### config.mk
export PLATFORM = sky130hd
export DESIGN_NAME = vcr_ctrl_irq_regs
export DESIGN_NICKNAME = d
export VERILOG_FILES = /design/src/hw/vcr_pkg.sv /design/src/hw/vcr_i2c_slave.sv /design/src/hw/vcr_measure_avg.sv /design/src/hw/vcr_ctrl_irq_regs.sv
export SDC_FILE = /design/constraint.sdc
export NUM_CORES = 1
export LEC_CHECK = 0
export BUFFER_PORTS_ARGS = -buffer_cell sky130_fd_sc_hd__buf_2
export CORE_ASPECT_RATIO = 0.8
export CORE_MARGIN = 2
export CORE_UTILIZATION = 64
export CTS_BUF_LIST = sky130_fd_sc_hd__clkbuf_8 sky130_fd_sc_hd__clkbuf_16
export DETAILED_ROUTE_END_ITERATION = 8
export GPL_TIMING_DRIVEN = 0
export PLACE_DENSITY = 0.86
export SLEW_MARGIN = 10
export SYNTH_ARGS = -nofsm -noshare
export SYNTH_HDL_FRONTEND = slang
export SYNTH_SLANG_ARGS = --single-unit
### constraint.sdc
create_clock -name sys_clk -period 7.45 [get_ports sys_clk]
set_clock_uncertainty 0.2 [all_clocks]
set_input_delay 1.1175 -clock sys_clk [delete_from_list [all_inputs] [get_ports sys_clk]]
set_output_delay 1.1175 -clock sys_clk [all_outputs]
set_load 0.02 [all_outputs]
### src/hw/vcr_pkg.sv
package vcr_pkg;

  // ----------------------------------------------------------------
  // register offsets
  // ----------------------------------------------------------------
  localparam logic [7:0] OFS_CODE_LOW   = 8'h03;
  localparam logic [7:0] OFS_CONTROL    = 8'h04;
  localparam logic [7:0] OFS_MASK_FIRST = 8'h05;
  localparam logic [7:0] OFS_MASK_SEC   = 8'h06;
  localparam logic [7:0] OFS_STAT_FIRST = 8'h07;
  localparam logic [7:0] OFS_STAT_SEC   = 8'h08;

  // ----------------------------------------------------------------
  // reset values
  // ----------------------------------------------------------------
  localparam logic [7:0] RST_CODE_LOW   = 8'h7D;
  localparam logic [7:0] RST_CONTROL    = 8'h04;
  localparam logic [7:0] RST_MASK_FIRST = 8'h7F;
  localparam logic [7:0] RST_MASK_SEC   = 8'hFF;

  // ----------------------------------------------------------------
  // control register fields
  // ----------------------------------------------------------------
  localparam int CTL_MEASURE_START = 7;
  localparam int CTL_NV_COMMIT     = 6;
  localparam int CTL_PIN_FLOAT     = 5;
  localparam int CTL_AVG_HI        = 4;
  localparam int CTL_AVG_LO        = 3;
  localparam int CTL_CODE_MSB      = 0;

  // ----------------------------------------------------------------
  // first mask register fields
  // ----------------------------------------------------------------
  localparam int MSK_TEMP_DELTA   = 7;
  localparam int MSK_MEASURE_DONE = 1;
  localparam int MSK_BURN_DONE    = 0;
  localparam logic [7:0] MSK_FIRST_RW_BITS = 8'h7C;

  // ----------------------------------------------------------------
  // bias code and its output level
  // ----------------------------------------------------------------
  localparam int CODE_W = 9;
  localparam int LEVEL_W = 14;
  localparam logic [4:0] BIAS_STEP_MV = 5'h0A;

  // ----------------------------------------------------------------
  // serial port
  // ----------------------------------------------------------------
  localparam logic [6:0] DEV_ADDR_DEFAULT = 7'h68;
  localparam logic [3:0] BITS_PER_BYTE    = 4'h8;

  typedef enum logic [3:0] {
    I2C_IDLE     = 4'b0000,
    I2C_ADDR     = 4'b0001,
    I2C_ADDR_ACK = 4'b0010,
    I2C_PTR      = 4'b0011,
    I2C_PTR_ACK  = 4'b0100,
    I2C_WDATA    = 4'b0101,
    I2C_WDAT_ACK = 4'b0110,
    I2C_RDATA    = 4'b0111,
    I2C_RDAT_ACK = 4'b1000
  } vcr_i2c_state_type;

  typedef enum logic [1:0] {
    MEAS_IDLE = 2'b00,
    MEAS_CONV = 2'b01,
    MEAS_WAIT = 2'b10,
    MEAS_DONE = 2'b11
  } vcr_meas_state_type;

  typedef enum logic {
    NV_IDLE = 1'b0,
    NV_BURN = 1'b1
  } vcr_nv_state_type;

endpackage : vcr_pkg

### src/hw/vcr_i2c_slave.sv
`timescale 1ns/1ps
`default_nettype none
module vcr_i2c_slave import vcr_pkg::*; #(
  parameter logic [6:0] DEV_ADDR = DEV_ADDR_DEFAULT
) (
  input  wire logic       sys_clk,
  input  wire logic       rst,
  input  wire logic       sclIn,
  input  wire logic       sdaIn,
  output logic            sdaOeN,
  output logic            regWrStb,
  output logic            regRdStb,
  output logic [7:0]      regAddr,
  output logic [7:0]      regWrData,
  input  wire logic [7:0] regRdData
);

  // ----------------------------------------------------------------
  // bit and frame detection
  // ----------------------------------------------------------------
  vcr_i2c_state_type state_q, state_d;
  logic       sclPrev_q, sdaPrev_q;
  logic [3:0] cnt_q, cnt_d;
  logic [7:0] shift_q, shift_d;
  logic [7:0] ptr_q, ptr_d;
  logic       rdMode_q, rdMode_d;
  logic       oeN_q, oeN_d;
  logic       wrStb_q, wrStb_d, rdStb_q, rdStb_d;
  logic [7:0] wrData_q, wrData_d;
  logic       sclRise, sclFall, startCond, stopCond, byteFull;

  assign sclRise   = sclIn & ~sclPrev_q;
  assign sclFall   = ~sclIn & sclPrev_q;
  assign startCond = sclIn & sclPrev_q & sdaPrev_q & ~sdaIn;
  assign stopCond  = sclIn & sclPrev_q & ~sdaPrev_q & sdaIn;
  assign byteFull  = (cnt_q == BITS_PER_BYTE);

  // ----------------------------------------------------------------
  // protocol engine
  // ----------------------------------------------------------------
  always_comb begin
    state_d  = state_q;
    cnt_d    = cnt_q;
    shift_d  = shift_q;
    ptr_d    = ptr_q;
    rdMode_d = rdMode_q;
    oeN_d    = oeN_q;
    wrStb_d  = 1'b0;
    rdStb_d  = 1'b0;
    wrData_d = wrData_q;
    if (startCond) begin
      state_d = I2C_ADDR;
      cnt_d   = 4'h0;
      oeN_d   = 1'b1;
    end else if (stopCond) begin
      state_d = I2C_IDLE;
      oeN_d   = 1'b1;
    end else if (sclRise) begin
      unique case (state_q)
        I2C_ADDR, I2C_PTR, I2C_WDATA: begin
          shift_d = {shift_q[6:0], sdaIn};
          cnt_d   = cnt_q + 4'h1;
        end
        I2C_RDATA: cnt_d = cnt_q + 4'h1;
        // a not-acknowledge from the master ends the read burst
        I2C_RDAT_ACK: begin
          rdMode_d = ~sdaIn;
          ptr_d    = ptr_q + {7'h00, ~sdaIn};
        end
        default: ;
      endcase
    end else if (sclFall) begin
      unique case (state_q)
        I2C_ADDR: if (byteFull) begin
          cnt_d = 4'h0;
          if (shift_q[7:1] == DEV_ADDR) begin
            rdMode_d = shift_q[0];
            oeN_d    = 1'b0;
            state_d  = I2C_ADDR_ACK;
          end else begin
            state_d = I2C_IDLE;
          end
        end
        I2C_ADDR_ACK, I2C_RDAT_ACK: begin
          if (rdMode_q) begin
            shift_d = regRdData;
            rdStb_d = 1'b1;
            oeN_d   = regRdData[7];
            state_d = I2C_RDATA;
          end else begin
            oeN_d   = 1'b1;
            state_d = (state_q == I2C_ADDR_ACK) ? I2C_PTR : I2C_IDLE;
          end
        end
        I2C_PTR: if (byteFull) begin
          ptr_d   = shift_q;
          cnt_d   = 4'h0;
          oeN_d   = 1'b0;
          state_d = I2C_PTR_ACK;
        end
        I2C_WDATA: if (byteFull) begin
          wrData_d = shift_q;
          wrStb_d  = 1'b1;
          cnt_d    = 4'h0;
          oeN_d    = 1'b0;
          state_d  = I2C_WDAT_ACK;
        end
        I2C_PTR_ACK, I2C_WDAT_ACK: begin
          oeN_d   = 1'b1;
          if (state_q == I2C_WDAT_ACK) begin
            ptr_d = ptr_q + 8'h01;
          end
          state_d = I2C_WDATA;
        end
        I2C_RDATA: begin
          if (byteFull) begin
            cnt_d   = 4'h0;
            oeN_d   = 1'b1;
            state_d = I2C_RDAT_ACK;
          end else begin
            shift_d = {shift_q[6:0], 1'b0};
            oeN_d   = shift_q[6];
          end
        end
        default: ;
      endcase
    end
  end

  always_ff @(posedge sys_clk or posedge rst) begin
    if (rst) begin
      state_q   <= I2C_IDLE;
      sclPrev_q <= 1'b1;
      sdaPrev_q <= 1'b1;
      cnt_q     <= 4'h0;
      shift_q   <= 8'h00;
      ptr_q     <= 8'h00;
      rdMode_q  <= 1'b0;
      oeN_q     <= 1'b1;
      wrStb_q   <= 1'b0;
      rdStb_q   <= 1'b0;
      wrData_q  <= 8'h00;
    end else begin
      state_q   <= state_d;
      sclPrev_q <= sclIn;
      sdaPrev_q <= sdaIn;
      cnt_q     <= cnt_d;
      shift_q   <= shift_d;
      ptr_q     <= ptr_d;
      rdMode_q  <= rdMode_d;
      oeN_q     <= oeN_d;
      wrStb_q   <= wrStb_d;
      rdStb_q   <= rdStb_d;
      wrData_q  <= wrData_d;
    end
  end

  assign sdaOeN    = oeN_q;
  assign regWrStb  = wrStb_q;
  assign regRdStb  = rdStb_q;
  assign regWrData = wrData_q;
  assign regAddr   = ptr_q;

endmodule : vcr_i2c_slave
`default_nettype wire

### src/hw/vcr_measure_avg.sv
`timescale 1ns/1ps
`default_nettype none
module vcr_measure_avg import vcr_pkg::*; #(
  parameter int SAMPLE_W = CODE_W
) (
  input  wire logic                sys_clk,
  input  wire logic                rst,
  input  wire logic                start,
  input  wire logic [1:0]          countSel,
  output logic                     adcStart,
  input  wire logic                adcDone,
  input  wire logic [SAMPLE_W-1:0] adcData,
  output logic                     done,
  output logic [SAMPLE_W-1:0]      result
);

  if (SAMPLE_W < 1 || SAMPLE_W > 16) begin : g_bad_width
    $error("sample width out of range");
  end

  // ----------------------------------------------------------------
  // conversion loop
  // ----------------------------------------------------------------
  // sum of up to eight samples needs three extra bits
  vcr_meas_state_type state_q, state_d;
  logic [SAMPLE_W+2:0] sum_q, sum_d;
  logic [3:0]          left_q, left_d;
  logic [1:0]          sel_q, sel_d;
  logic                adcStart_q, adcStart_d, done_q, done_d;
  logic [SAMPLE_W-1:0] result_q, result_d;
  logic [SAMPLE_W+2:0] avg;

  assign avg = sum_q >> sel_q;

  always_comb begin
    state_d    = state_q;
    sum_d      = sum_q;
    left_d     = left_q;
    sel_d      = sel_q;
    adcStart_d = 1'b0;
    done_d     = 1'b0;
    result_d   = result_q;
    unique case (state_q)
      MEAS_IDLE: if (start) begin
        sel_d   = countSel;
        left_d  = 4'h1 << countSel;
        sum_d   = '0;
        state_d = MEAS_CONV;
      end
      MEAS_CONV: begin
        adcStart_d = 1'b1;
        state_d    = MEAS_WAIT;
      end
      MEAS_WAIT: if (adcDone) begin
        sum_d   = sum_q + {3'h0, adcData};
        left_d  = left_q - 4'h1;
        state_d = (left_q == 4'h1) ? MEAS_DONE : MEAS_CONV;
      end
      MEAS_DONE: begin
        result_d = avg[SAMPLE_W-1:0];
        done_d   = 1'b1;
        state_d  = MEAS_IDLE;
      end
    endcase
  end

  always_ff @(posedge sys_clk or posedge rst) begin
    if (rst) begin
      state_q    <= MEAS_IDLE;
      sum_q      <= '0;
      left_q     <= 4'h0;
      sel_q      <= 2'h0;
      adcStart_q <= 1'b0;
      done_q     <= 1'b0;
      result_q   <= '0;
    end else begin
      state_q    <= state_d;
      sum_q      <= sum_d;
      left_q     <= left_d;
      sel_q      <= sel_d;
      adcStart_q <= adcStart_d;
      done_q     <= done_d;
      result_q   <= result_d;
    end
  end

  assign adcStart = adcStart_q;
  assign done     = done_q;
  assign result   = result_q;

endmodule : vcr_measure_avg
`default_nettype wire

### src/hw/vcr_ctrl_irq_regs.sv
`timescale 1ns/1ps
`default_nettype none
// Summary of operation
// - nine-bit code split across low and control
// - output level is code times minus ten mV
// - writing one to measure start starts measurement
// - measurement end clears bit, loads result code
// - averaging field picks 1, 2, 4, 8 conversions
// - commit bit stores code into nonvolatile memory
// - commit end clears bit, enters standby
// - float bit releases bias pin, else driven
// - control resets 04h, bits 2,1 plain storage
// - enabled event pulls interrupt low, disabled not
// - temperature-change enable read-only zero
// - measure and commit done enables fixed one
// - first mask resets 7Fh, fault enables writable
// - second mask resets FFh, all writable
// - bias fault and negative regulator enables
// - bit zero enables temperature converter done
// - done flags set on measure and commit end
module vcr_ctrl_irq_regs import vcr_pkg::*; #(
  parameter logic [6:0] DEV_ADDR = DEV_ADDR_DEFAULT
) (
  input  wire logic                sys_clk,
  input  wire logic                rst,
  input  wire logic                sclIn,
  input  wire logic                sdaIn,
  output logic                     sdaOut,
  output logic                     sdaOeN,
  output logic                     adcStart,
  input  wire logic                adcDone,
  input  wire logic [CODE_W-1:0]   adcData,
  output logic                     nvWriteStart,
  output logic [CODE_W-1:0]        nvWriteCode,
  input  wire logic                nvDone,
  input  wire logic                nvLoadValid,
  input  wire logic [CODE_W-1:0]   nvLoadCode,
  output logic                     standbyReq,
  output logic [CODE_W-1:0]        biasCode,
  output logic signed [LEVEL_W-1:0] biasLevelMv,
  output logic                     biasPinFloat,
  input  wire logic [7:2]          faultFirst,
  input  wire logic [7:0]          faultSecond,
  output logic                     irqOutN
);

  // ----------------------------------------------------------------
  // register port
  // ----------------------------------------------------------------
  logic       regWrStb, regRdStb;
  logic [7:0] regAddr, regWrData;
  logic [7:0] regRdData;

  vcr_i2c_slave #(
    .DEV_ADDR (DEV_ADDR)
  ) u_i2c (
    .sys_clk   (sys_clk),
    .rst       (rst),
    .sclIn     (sclIn),
    .sdaIn     (sdaIn),
    .sdaOeN    (sdaOeN),
    .regWrStb  (regWrStb),
    .regRdStb  (regRdStb),
    .regAddr   (regAddr),
    .regWrData (regWrData),
    .regRdData (regRdData)
  );

  // ----------------------------------------------------------------
  // measurement engine
  // ----------------------------------------------------------------
  logic              measStart, measDone;
  logic [CODE_W-1:0] measResult;
  logic [7:0]        ctrl_q, ctrl_d;

  vcr_measure_avg #(
    .SAMPLE_W (CODE_W)
  ) u_meas (
    .sys_clk  (sys_clk),
    .rst      (rst),
    .start    (measStart),
    .countSel (ctrl_d[CTL_AVG_HI:CTL_AVG_LO]),
    .adcStart (adcStart),
    .adcDone  (adcDone),
    .adcData  (adcData),
    .done     (measDone),
    .result   (measResult)
  );

  // ----------------------------------------------------------------
  // code and control registers
  // ----------------------------------------------------------------
  logic [7:0]        codeLow_q, codeLow_d;
  logic              wrCtrl, nvStart, burnEnd;
  vcr_nv_state_type  nvState_q, nvState_d;
  logic              nvWriteStart_q, nvWriteStart_d;
  logic [CODE_W-1:0] nvWriteCode_q, nvWriteCode_d;
  logic              standbyReq_q, standbyReq_d;

  assign wrCtrl    = regWrStb && (regAddr == OFS_CONTROL);
  // a second start while busy is ignored; the bit already reads one
  assign measStart = wrCtrl && regWrData[CTL_MEASURE_START] && !ctrl_q[CTL_MEASURE_START];
  assign nvStart   = wrCtrl && regWrData[CTL_NV_COMMIT] && (nvState_q == NV_IDLE);
  assign burnEnd   = (nvState_q == NV_BURN) && nvDone;

  always_comb begin
    ctrl_d    = ctrl_q;
    codeLow_d = codeLow_q;
    if (nvLoadValid) begin
      {ctrl_d[CTL_CODE_MSB], codeLow_d} = nvLoadCode;
    end
    if (regWrStb && regAddr == OFS_CODE_LOW) begin
      codeLow_d = regWrData;
    end
    if (wrCtrl) begin
      // bits 5..0 plain storage; writing zero to 7 or 6 has no effect
      ctrl_d = regWrData;
      ctrl_d[CTL_MEASURE_START] = ctrl_q[CTL_MEASURE_START] | regWrData[CTL_MEASURE_START];
      ctrl_d[CTL_NV_COMMIT]     = ctrl_q[CTL_NV_COMMIT] | regWrData[CTL_NV_COMMIT];
    end
    // hardware completion wins over a host write in the same cycle
    if (measDone) begin
      ctrl_d[CTL_MEASURE_START]         = 1'b0;
      {ctrl_d[CTL_CODE_MSB], codeLow_d} = measResult;
    end
    if (burnEnd) begin
      ctrl_d[CTL_NV_COMMIT] = 1'b0;
    end
  end

  // ----------------------------------------------------------------
  // nonvolatile commit
  // ----------------------------------------------------------------
  always_comb begin
    nvState_d      = nvState_q;
    nvWriteStart_d = 1'b0;
    nvWriteCode_d  = nvWriteCode_q;
    standbyReq_d   = 1'b0;
    unique case (nvState_q)
      NV_IDLE: if (nvStart) begin
        // the code as it stands after this very write is committed
        nvWriteCode_d  = {ctrl_d[CTL_CODE_MSB], codeLow_d};
        nvWriteStart_d = 1'b1;
        nvState_d      = NV_BURN;
      end
      NV_BURN: if (nvDone) begin
        standbyReq_d = 1'b1;
        nvState_d    = NV_IDLE;
      end
    endcase
  end

  // ----------------------------------------------------------------
  // masks, flags and interrupt
  // ----------------------------------------------------------------
  logic [7:0] maskFirst_q, maskFirst_d;
  logic [7:0] maskSecond_q, maskSecond_d;
  logic       measFlag_q, measFlag_d;
  logic       burnFlag_q, burnFlag_d;
  logic [7:0] statFirst, statSecond;
  logic       irqOutN_q, irqOutN_d;
  logic       rdStatClr;

  assign statFirst  = {faultFirst, measFlag_q, burnFlag_q};
  assign statSecond = faultSecond;
  assign rdStatClr  = regRdStb && (regAddr == OFS_STAT_FIRST);

  always_comb begin
    maskFirst_d  = maskFirst_q;
    maskSecond_d = maskSecond_q;
    if (regWrStb && regAddr == OFS_MASK_FIRST) begin
      maskFirst_d = (maskFirst_q & ~MSK_FIRST_RW_BITS) | (regWrData & MSK_FIRST_RW_BITS);
    end
    maskFirst_d[MSK_TEMP_DELTA]   = 1'b0;
    maskFirst_d[MSK_MEASURE_DONE] = 1'b1;
    maskFirst_d[MSK_BURN_DONE]    = 1'b1;
    if (regWrStb && regAddr == OFS_MASK_SEC) begin
      maskSecond_d = regWrData;
    end
    // reading the first status register clears the done flags; set wins
    measFlag_d = (measFlag_q & ~rdStatClr) | measDone;
    burnFlag_d = (burnFlag_q & ~rdStatClr) | burnEnd;
    irqOutN_d  = ~|((statFirst & maskFirst_q) | (statSecond & maskSecond_q));
  end

  // ----------------------------------------------------------------
  // read mux
  // ----------------------------------------------------------------
  always_comb begin
    unique case (regAddr)
      OFS_CODE_LOW:   regRdData = codeLow_q;
      OFS_CONTROL:    regRdData = ctrl_q;
      OFS_MASK_FIRST: regRdData = maskFirst_q;
      OFS_MASK_SEC:   regRdData = maskSecond_q;
      OFS_STAT_FIRST: regRdData = statFirst;
      OFS_STAT_SEC:   regRdData = statSecond;
      default:        regRdData = 8'h00;
    endcase
  end

  // ----------------------------------------------------------------
  // output level
  // ----------------------------------------------------------------
  logic signed [LEVEL_W-1:0] level_q, level_d;
  logic        [LEVEL_W-1:0] levelMag;

  always_comb begin
    levelMag = LEVEL_W'({ctrl_q[CTL_CODE_MSB], codeLow_q}) * LEVEL_W'(BIAS_STEP_MV);
    level_d  = -$signed(levelMag);
  end

  // ----------------------------------------------------------------
  // state registers
  // ----------------------------------------------------------------
  always_ff @(posedge sys_clk or posedge rst) begin
    if (rst) begin
      ctrl_q         <= RST_CONTROL;
      codeLow_q      <= RST_CODE_LOW;
      nvState_q      <= NV_IDLE;
      nvWriteStart_q <= 1'b0;
      nvWriteCode_q  <= '0;
      standbyReq_q   <= 1'b0;
      maskFirst_q    <= RST_MASK_FIRST;
      maskSecond_q   <= RST_MASK_SEC;
      measFlag_q     <= 1'b0;
      burnFlag_q     <= 1'b0;
      irqOutN_q      <= 1'b1;
      level_q        <= -$signed(LEVEL_W'(RST_CODE_LOW) * LEVEL_W'(BIAS_STEP_MV));
    end else begin
      ctrl_q         <= ctrl_d;
      codeLow_q      <= codeLow_d;
      nvState_q      <= nvState_d;
      nvWriteStart_q <= nvWriteStart_d;
      nvWriteCode_q  <= nvWriteCode_d;
      standbyReq_q   <= standbyReq_d;
      maskFirst_q    <= maskFirst_d;
      maskSecond_q   <= maskSecond_d;
      measFlag_q     <= measFlag_d;
      burnFlag_q     <= burnFlag_d;
      irqOutN_q      <= irqOutN_d;
      level_q        <= level_d;
    end
  end

  // open-drain data line only ever pulls low
  logic sdaOut_q;
  always_ff @(posedge sys_clk or posedge rst) begin
    if (rst) begin
      sdaOut_q <= 1'b0;
    end else begin
      sdaOut_q <= 1'b0;
    end
  end

  assign sdaOut       = sdaOut_q;
  assign nvWriteStart = nvWriteStart_q;
  assign nvWriteCode  = nvWriteCode_q;
  assign standbyReq   = standbyReq_q;
  assign biasCode     = {ctrl_q[CTL_CODE_MSB], codeLow_q};
  assign biasLevelMv  = level_q;
  assign biasPinFloat = ctrl_q[CTL_PIN_FLOAT];
  assign irqOutN      = irqOutN_q;

endmodule : vcr_ctrl_irq_regs
`default_nettype wire

=== Yosys cells after proc, flatten, opt, wreduce, memory -nomap -nowiden ===
Cells that the tools add are included.

* Output and inout bits: 39
* Register bits: 127
* Input port bits: 39
* Logic and storage cells: 235

* Shift-type cells: 2
* Multipliers: 1
* Equality and inequality tests: 38
* Add/sub/neg operators: 6
* Bitwise gates (word level): 25
* Reduce and logical (&&, ||, !) cells: 44
* Muxes and demuxes: 86

{| class="wikitable"
|+ Operator list
! kind !! number
|-
| two-way mux 8 bit || 14
|-
| two-way mux 4 bit || 18
|-
| one-hot mux 8 bit (6 select lines) || 1
|-
| two-way mux 1 bit || 38
|-
| == test 8 x 3 -> 1 bit, second input constant || 4
|-
| one-hot mux 8 bit (2 select lines) || 2
|-
| AND reduction 7 bit || 4
|-
| two-way mux 12 bit || 2
|-
| != test 4 x 1 -> 1 bit, second input constant || 6
|-
| one-hot mux 12 bit (2 select lines) || 1
|-
| one-hot mux 4 bit (6 select lines) || 1
|-
| == test 4 x 3 -> 1 bit, second input constant || 4
|-
| nonzero test 3 bit || 5
|-
| negation 13 -> 14 bit || 1
|-
| nonzero test 2 bit || 7
|-
| adder 12 x 9 -> 12 bit || 1
|-
| multiplier 9 x 3 -> 12 bit, second input constant || 1
|-
| AND reduction 6 bit || 2
|-
| right shift 12 x 2 -> 9 bit || 1
|-
| logical AND 1 bit || 10
|-
| two-way mux 2 bit || 5
|-
| bitwise AND 1 bit || 9
|-
| != test 3 x 1 -> 1 bit, second input constant || 3
|-
| != test 3 bit, second input constant || 3
|-
| other kinds (36) || 59
|}

=== Logic depth before layout (Yosys ltp) ===
Gate-level depths: netlist of the first run.

* Depth in word-level cells: 8
* Depth in mapped cells: 9
* Mapped depth without buffers: 9

=== Modules after synthesis ===
From an unflattened synthesis of the first run, not the netlist that was laid out.

* Cell total of the unflattened synthesis: 754
* Area total of the unflattened synthesis: 7749.9 um^2

{| class="wikitable"
|+ By module, submodules not included
! module !! instances !! cells an instance !! area an instance (um^2)
|-
| vcr_ctrl_irq_regs || 1 || 288 || 3298.2
|-
| vcr_i2c_slave || 1 || 273 || 2566.2
|-
| vcr_measure_avg || 1 || 193 || 1885.6
|}

=== Worst setup path after synthesis of the first run ===
Ideal clock, no wire load.

* Path kind: reg-to-reg
* From: register codeLow_q[3]
* To: register level_q[12] (netlist: biasLevelMv[12])
* Buffers on the path: 0
* Cell stages (with the launch flop): 10
* Period minus slack after synthesis: 3154 ps
* Setup slack: 4296 ps
* Library setup time: 94 ps
* Data arrival time: 2859 ps
* Cells stage by stage: dfstp_2 ha_1 ha_1 fa_1 a211oi_1 nor2_1 xor2_1 or3b_1 o311a_1 a311oi_1

* Word-level cells in the longest chain between the ends: 2

{| class="wikitable"
|+ RTL lines
! what !! line !! RTL
|-
| start, declared || vcr_ctrl_irq_regs.sv:93 || <nowiki>logic [7:0] codeLow_q, codeLow_d;</nowiki>
|-
| start signal, assigned || vcr_ctrl_irq_regs.sv:231 || <nowiki>codeLow_q <= codeLow_d;</nowiki>
|-
| multiplier 9 x 3 -> 12 bit || vcr_ctrl_irq_regs.sv:208 || <nowiki>levelMag = LEVEL_W'({ctrl_q[CTL_CODE_MSB], codeLow_q}) * LEVEL_W'(BIAS_STEP_MV);</nowiki>
|-
| negation 13 -> 14 bit || vcr_ctrl_irq_regs.sv:209 || <nowiki>level_d = -$signed(levelMag);</nowiki>
|-
| via level_d[12] || vcr_ctrl_irq_regs.sv:204 || <nowiki>logic signed [LEVEL_W-1:0] level_q, level_d;</nowiki>
|-
| end signal, assigned || vcr_ctrl_irq_regs.sv:228 || <nowiki>level_q <= -$signed(LEVEL_W'(RST_CODE_LOW) * LEVEL_W'(BIAS_STEP_MV));</nowiki>
|-
| end signal, assigned || vcr_ctrl_irq_regs.sv:241 || <nowiki>level_q <= level_d;</nowiki>
|-
| end, declared || vcr_ctrl_irq_regs.sv:204 ||
|}

The timed path passes the listed nets, and every way through them passes these cells.
A chain may end at the register's enable or synchronous reset.

=== Worst setup path after layout of the first run ===
Same ends and word-level chain as after synthesis.

==> flow_metrics.tcl, run 1 <==
set metrics [dict create \
    status "completed" \
    met3_usage 0.0655 \
    gp_congestion 0.941 \
    cts.sinks 126 \
    intPower_mw 1.65 \
    via_per_inst 6.31 \
    clock.fmax_mhz 296 \
    ys_top_cells_by_count "93 x dfrtp_1, 72 x nand2_1, 54 x a21oi_1" \
    fin_tns_setup_ns 0 \
    worstMarginPinSlew_ns 1.12 \
    grtUsageTotal 0.325 \
    dp_hpwl_um 14100 \
    num_io_pins 78 \
    synth_top_area_cell "dfrtp_1" \
    syn-cell-area_um2 7630 \
    muxShareOfSynthArea 0.119 \
    drc 0 \
    cts_resized 0 \
    min_path_type "reg2reg" \
    synth_top_family_by_area "compound AO/OA/AOI/OAI gates" \
    core_area_um2 11600 \
    initial_core_util 0.660 \
    reg2regPathDepth 9 \
    synth_most_common_cell "dfrtp_1" \
    synth-adder-area-share 0.0659 \
    first_global_vias 6354 \
    drtPass1Iterations 6 \
    p_comb_frac 0.259 \
    drv_cap 0 \
    grt-ovfl-total 0 \
    syn_to_final_growth_pct 16.2 \
    power_frac_seq 0.373 \
    fin_crit_ns 3.38 \
    num_rows 35 \
    met2_usage 0.512 \
    die-area_um2 12800 \
    r2r_start "codeLow_q[3]" \
    p_leak_nw 4.07 \
    ys_seq_area_frac 0.418 \
    pwr-share-clk 0.369 \
    relSlewSlack 0.246 \
    die_h_um 102 \
    dominantRegCellSynth "dfrtp_1" \
    power.switching_mw 0.779 \
    ir_drop_uv 210 \
    synth_seq_cells 126 \
    synth-compound-area-share 0.170 \
    cts_hold_buf 0 \
    place_ws_ns 4.03 \
    switching_share 0.321 \
    ys_warn_count 0 \
    path_clk_slew_ns 0.06 \
    nNetsFinal 944 \
    use_met1 0.447 \
    synth_edf_count 0 \
    crit_path_end_kind "register" \
    power_mw 2.43 \
    diodes 0 \
    fill_cells 769 \
    path_class "reg2reg" \
    clk_path_buf_depth 2 \
    rsz0062_at_grt "no" \
    finalHoldViolCount 0 \
    crit_fanout 5 \
    yosys.area_share.simple 0.156 \
    grt_pass1_wl_um 32700 \
    slew_viol_final 0 \
    cts_setup_buffers 0 \
    ys_top_cells_by_area "dfrtp_1 30%, dfstp_2 11%, mux2_2 7.8%" \
    dr.first_iter.drc_count 809 \
    grt_max_degree 90 \
    drive_above_1_share 0.264 \
    fin_ws_ns 4.07 \
    postRouteAntennaNets 0 \
    setup_violations 0 \
    syn_area_per_cell_um2 9.92 \
    clock_latency_ns 0.42 \
    cts_made_buffers 17 \
    routed_wl_um 19700 \
    busiest_layer "met2" \
    postSynthCellCount 770 \
    worstPathArrival_ns 3.50 \
    ys_types 78 \
    crit_required_ns 7.57 \
    ctsRootBufferMaster "clkbuf_16" \
    finalCritPeriodShare 0.454 \
    synth-xor-area-share 0.0310 \
    vias 6478 \
    power_density_nw_per_um2 274 \
    holdCritStartpoint "codeLow_q[0]" \
    crit_path_start_kind "register" \
    die_x_um 126 \
    port-buffer-count 75 \
    synth_top_area_share 0.305 \
    h-tree-depth 4 \
    whs_path_depth 0 \
    crit_path_start "codeLow_q[3]" \
    antenna_found_initial 0 \
    async_reset_ff_frac 1.00 \
    cts_tree "yes" \
    post_drt_wl_per_cell_um 19.2 \
]
## layer usage
metal	wire length (µm)	vias up
li1	-	3003
met2	8970	320
met4	568	0
met1	8450	3106
met5	0	-
met3	1720	49
## cells by family (layout without fill, tap and decap cells)
group	count (synthesis)	after routing
flops	126	126
buf+inv	69	177
simple gates	227	227
mux	78	78
xor+xnor	27	27
other cells	1	2
compound gates	203	203
fa+ha+maj	39	39
## final timing paths
| path | end | slack (ns) |
|---|---|---|
| max in group asynchronous | biasLevelMv[2] | 5.77 |
| worst max register to register | biasLevelMv[12] | 4.07 |
| min in group asynchronous | u_meas.sum_q[8] | 0.51 |
| worst min register to register | biasLevelMv[1] | 0.23 |
| worst min-delay path | biasLevelMv[1] | 0.23 |
| worst max-delay path | biasLevelMv[12] | 4.07 |
## cells in the final DEF (no fill, tap or decap), types with 6 or more instances in the layout
cell / n
xor2_1: 13
nand3_1: 22
clkbuf_16: 17
dfrtp_1: 93
a21oi_1: 54
o21ai_0: 51
o22ai_1: 12
buf_2: 82
nand2_1: 72
o31ai_1: 8
dfstp_2: 33
clkbuf_1: 26
xnor2_1: 14
nand2b_1: 11
nor3_1: 15
inv_1: 24
mux2i_1: 20
a22oi_1: 10
a221oi_1: 6
ha_1: 37
nor2b_1: 12
a31oi_1: 8
a21o_1: 7
nor2_1: 48
mux2_2: 53
## through the flow
step | std cells | hold WS, ns | utilization | cell area, µm²
after floorplan | 771 | 0.182 | - | 7640
after global placement | 994 | 0.210 | 0.709 | 8200
after detailed placement | 995 | 0.214 | 0.712 | 8230
after CTS | 1027 | 0.227 | 0.767 | 8870
after global routing | 1027 | 0.233 | 0.767 | 8870
final | 1027 | 0.231 | 0.767 | 8870
## sequential cells by signal, summed over array words and instances (netlist names), 5 cells and up
name and cells:
u_i2c.regWrData 8, u_i2c.regAddr 8, u_meas.sum_q 12, biasLevelMv 13
maskSecond_q 8, u_meas.result 9, u_i2c.shift_q 8, nvWriteCode 9
ctrl_q 8, maskFirst_q 5, codeLow_q 8
## power groups by stage
stage	logic (mW)	registers (mW)	clock network, mW
floorplan	0.430	0.921	0
global placement	0.578	0.902	0
detailed placement	0.613	0.911	0
CTS	0.622	0.902	0.901
global route	0.695	0.915	0.940
finish	0.628	0.905	0.895
## cell type report
type / instances / area, µm² / area share
timing repair buffer: 76 / 403 / 0.0454
clock inverter: 13 / 186 / 0.0210
sequential: 126 / 3190 / 0.360
clock buffer: 19 / 453 / 0.0511
multi-input combinational: 576 / 4150 / 0.468
buffer: 44 / 200 / 0.0226
inverter: 25 / 98.8 / 0.0111
tap: 148 / 185 / 0.0209
## critical path, stage by stage, from the launching register on
cell and delay [ns]:
dfstp_2 0.61, ha_1 0.26, ha_1 0.24, fa_1 0.41, a211oi_1 0.32, nor2_1 0.11, xor2_1 0.20, or3b_1 0.39
o311a_1 0.33, a311oi_1 0.21
(Power assumes the default switching activity.)
==> inputs of run 2 (changes only) <==
Settings changed: CORE_UTILIZATION 64 to 60, PLACE_DENSITY 0.86 to 0.81.
Clock period 7.45 ns to 3.5 ns, I/O delays scaled along.
==> run 2 against run 1 <==
Net effect:
- first-iteration DRC count shrank 9.0%
- worst hold slack got worse by 0.20 ns
- sequential power grew 110%
==> flow_metrics.tcl, run 2 (synthesis results as in run 1) <==
set metrics [dict create \
    dr.first_iter.drc_count 736 \
    min_path_type "in2reg" \
    postPlaceCellArea_um2 8330 \
    rsz0062_at_grt "no" \
    power.switching_mw 1.66 \
    cts_tree "yes" \
    p_leak_nw 4.06 \
    h-tree-depth 4 \
    power_mw 5.03 \
    drtPass1Iterations 7 \
    postRouteAntennaNets 0 \
    place_ws_ns 0.182 \
    fin_crit_ns 3.41 \
    worstPathArrival_ns 3.54 \
    intPower_mw 3.37 \
    layout.cells.non_filler 1055 \
    die_x_um 130 \
    status "completed" \
    clk_path_buf_depth 2 \
    drive_above_1_share 0.267 \
    ir_drop_uv 440 \
    power_density_nw_per_um2 563 \
    worstMarginPinSlew_ns 1.24 \
    path_class "reg2reg" \
    finalCritPeriodShare 0.976 \
    cpPeakStageDelay_ns 0.61 \
    grtUsageTotal 0.312 \
    grt-ovfl-total 0 \
    crit_required_ns 3.62 \
    path_clk_slew_ns 0.06 \
    initial_core_util 0.621 \
    fill_cells 911 \
    diodes 0 \
    largest_register_ffs 13 \
    gp_congestion 0.974 \
    num_io_pins 78 \
    final_cell_mix "93 x dfrtp_1, 82 x buf_2, 72 x nand2_1" \
    drc 0 \
    critPathTopFamily "compound AO/OA/AOI/OAI gates" \
    num_rows 36 \
    fin_util 0.727 \
    via_per_inst 6.27 \
    cp_num_cells 9 \
    die-area_um2 13600 \
    cp.buffers_inverters 0 \
    ctsRootBufferMaster "clkbuf_16" \
    crit_fanout 5 \
    fin_tns_setup_ns 0 \
    syn_to_final_growth_pct 17.1 \
    grt_pass1_wl_um 32800 \
    relSlewSlack 0.168 \
    slew_viol_final 0 \
    crit_path_start_kind "register" \
    drv_cap 0 \
    switching_share 0.330 \
    first_global_vias 6448 \
    nNetsFinal 949 \
    dp_cells 1021 \
    post_drt_wl_per_cell_um 19.3 \
    routed_wl_um 20400 \
    setup_violations 0 \
    whs_path_depth 1 \
    cpMaxStageDelayCell "dfstp_2" \
    cts_made_buffers 17 \
    cp_common_cell "ha_1" \
    clock_latency_ns 0.43 \
    core_area_um2 12300 \
    dp_hpwl_um 14900 \
    crit_path_end_kind "register" \
    die_h_um 105 \
    power_frac_seq 0.382 \
    design_area_um2 8940 \
    fin_ws_ns 0.0856 \
    clock.fmax_mhz 293 \
    final_common_cell "dfrtp_1" \
    path_cells "ha_1 -> ha_1 -> fa_1 -> a211oi_1 -> nor2_1 -> xor2_1 -> or3b_1 -> o311a_1 -> a311oi_1" \
    p_comb_frac 0.268 \
    port-buffer-count 75 \
    finalHoldViolCount 0 \
    whs_ns 0.0335 \
    cts.sinks 126 \
    vias 6619 \
    reg2regPathDepth 9 \
    antenna_found_initial 0 \
    grt_max_degree 35 \
    pwr-share-clk 0.350 \
]
==> run 2: changes by cell type in the layout (fill, tap and decap cells not counted), sizes merged <==
cell,delta
buf,+3
bufinv,-2
clkinv,-3
clkinvlp,+7
dlygate4sd3,+2
inv,-2
==> run 2: worst paths after layout <==
kind / start / endpoint / slack [ns]
max: codeLow_q[3] / biasLevelMv[12] / 0.09
min: sclIn / u_i2c.sclPrev_q / 0.03
max reg2reg: codeLow_q[3] / biasLevelMv[12] / 0.09
min reg2reg: codeLow_q[0] / biasLevelMv[1] / 0.23
max in group asynchronous: rst / maskSecond_q[7] / 1.61
min in group asynchronous: rst / nvWriteCode[0] / 0.51
==> run 2: final cells by class <==
type                    instances  area [µm²]  area share
clock buffers                  19         453      0.0506
inverters                      25        97.6      0.0109
clock inverters                13         140      0.0157
multi-input cells             576        4150       0.464
flip-flops and latches        126        3190       0.357
plain buffers                  44         200      0.0224
repair buffers                 81         490      0.0548
well taps                     171         214      0.0239
==> run 2: timing repair <==
action                     in CTS  in global routing
hold endpoints to repair       13                  0
setup endpoints to repair       0                  2
gates resized for setup         0                  1
buffers inserted                0                  0
hold buffers                    2                  0
==> run 2: layer usage <==
layer / routed length (µm) / GRT usage / vias up
met2: 9160 / 0.467 / 354
met1: 8820 / 0.444 / 3212
li1: - / - / 3007
met5: 0 / 0 / -
met3: 1990 / 0.0819 / 46
met4: 434 / 0.0968 / 0
==> run 2: power by group through the flow <==
stage	combinational [mW]	clock (mW)	sequential [mW]
CTS	1.34	1.77	1.92
finish	1.35	1.76	1.92
global route	1.50	1.83	1.95
detailed placement	1.32	0	1.94
floorplan	0.916	0	1.96
global placement	1.23	0	1.92
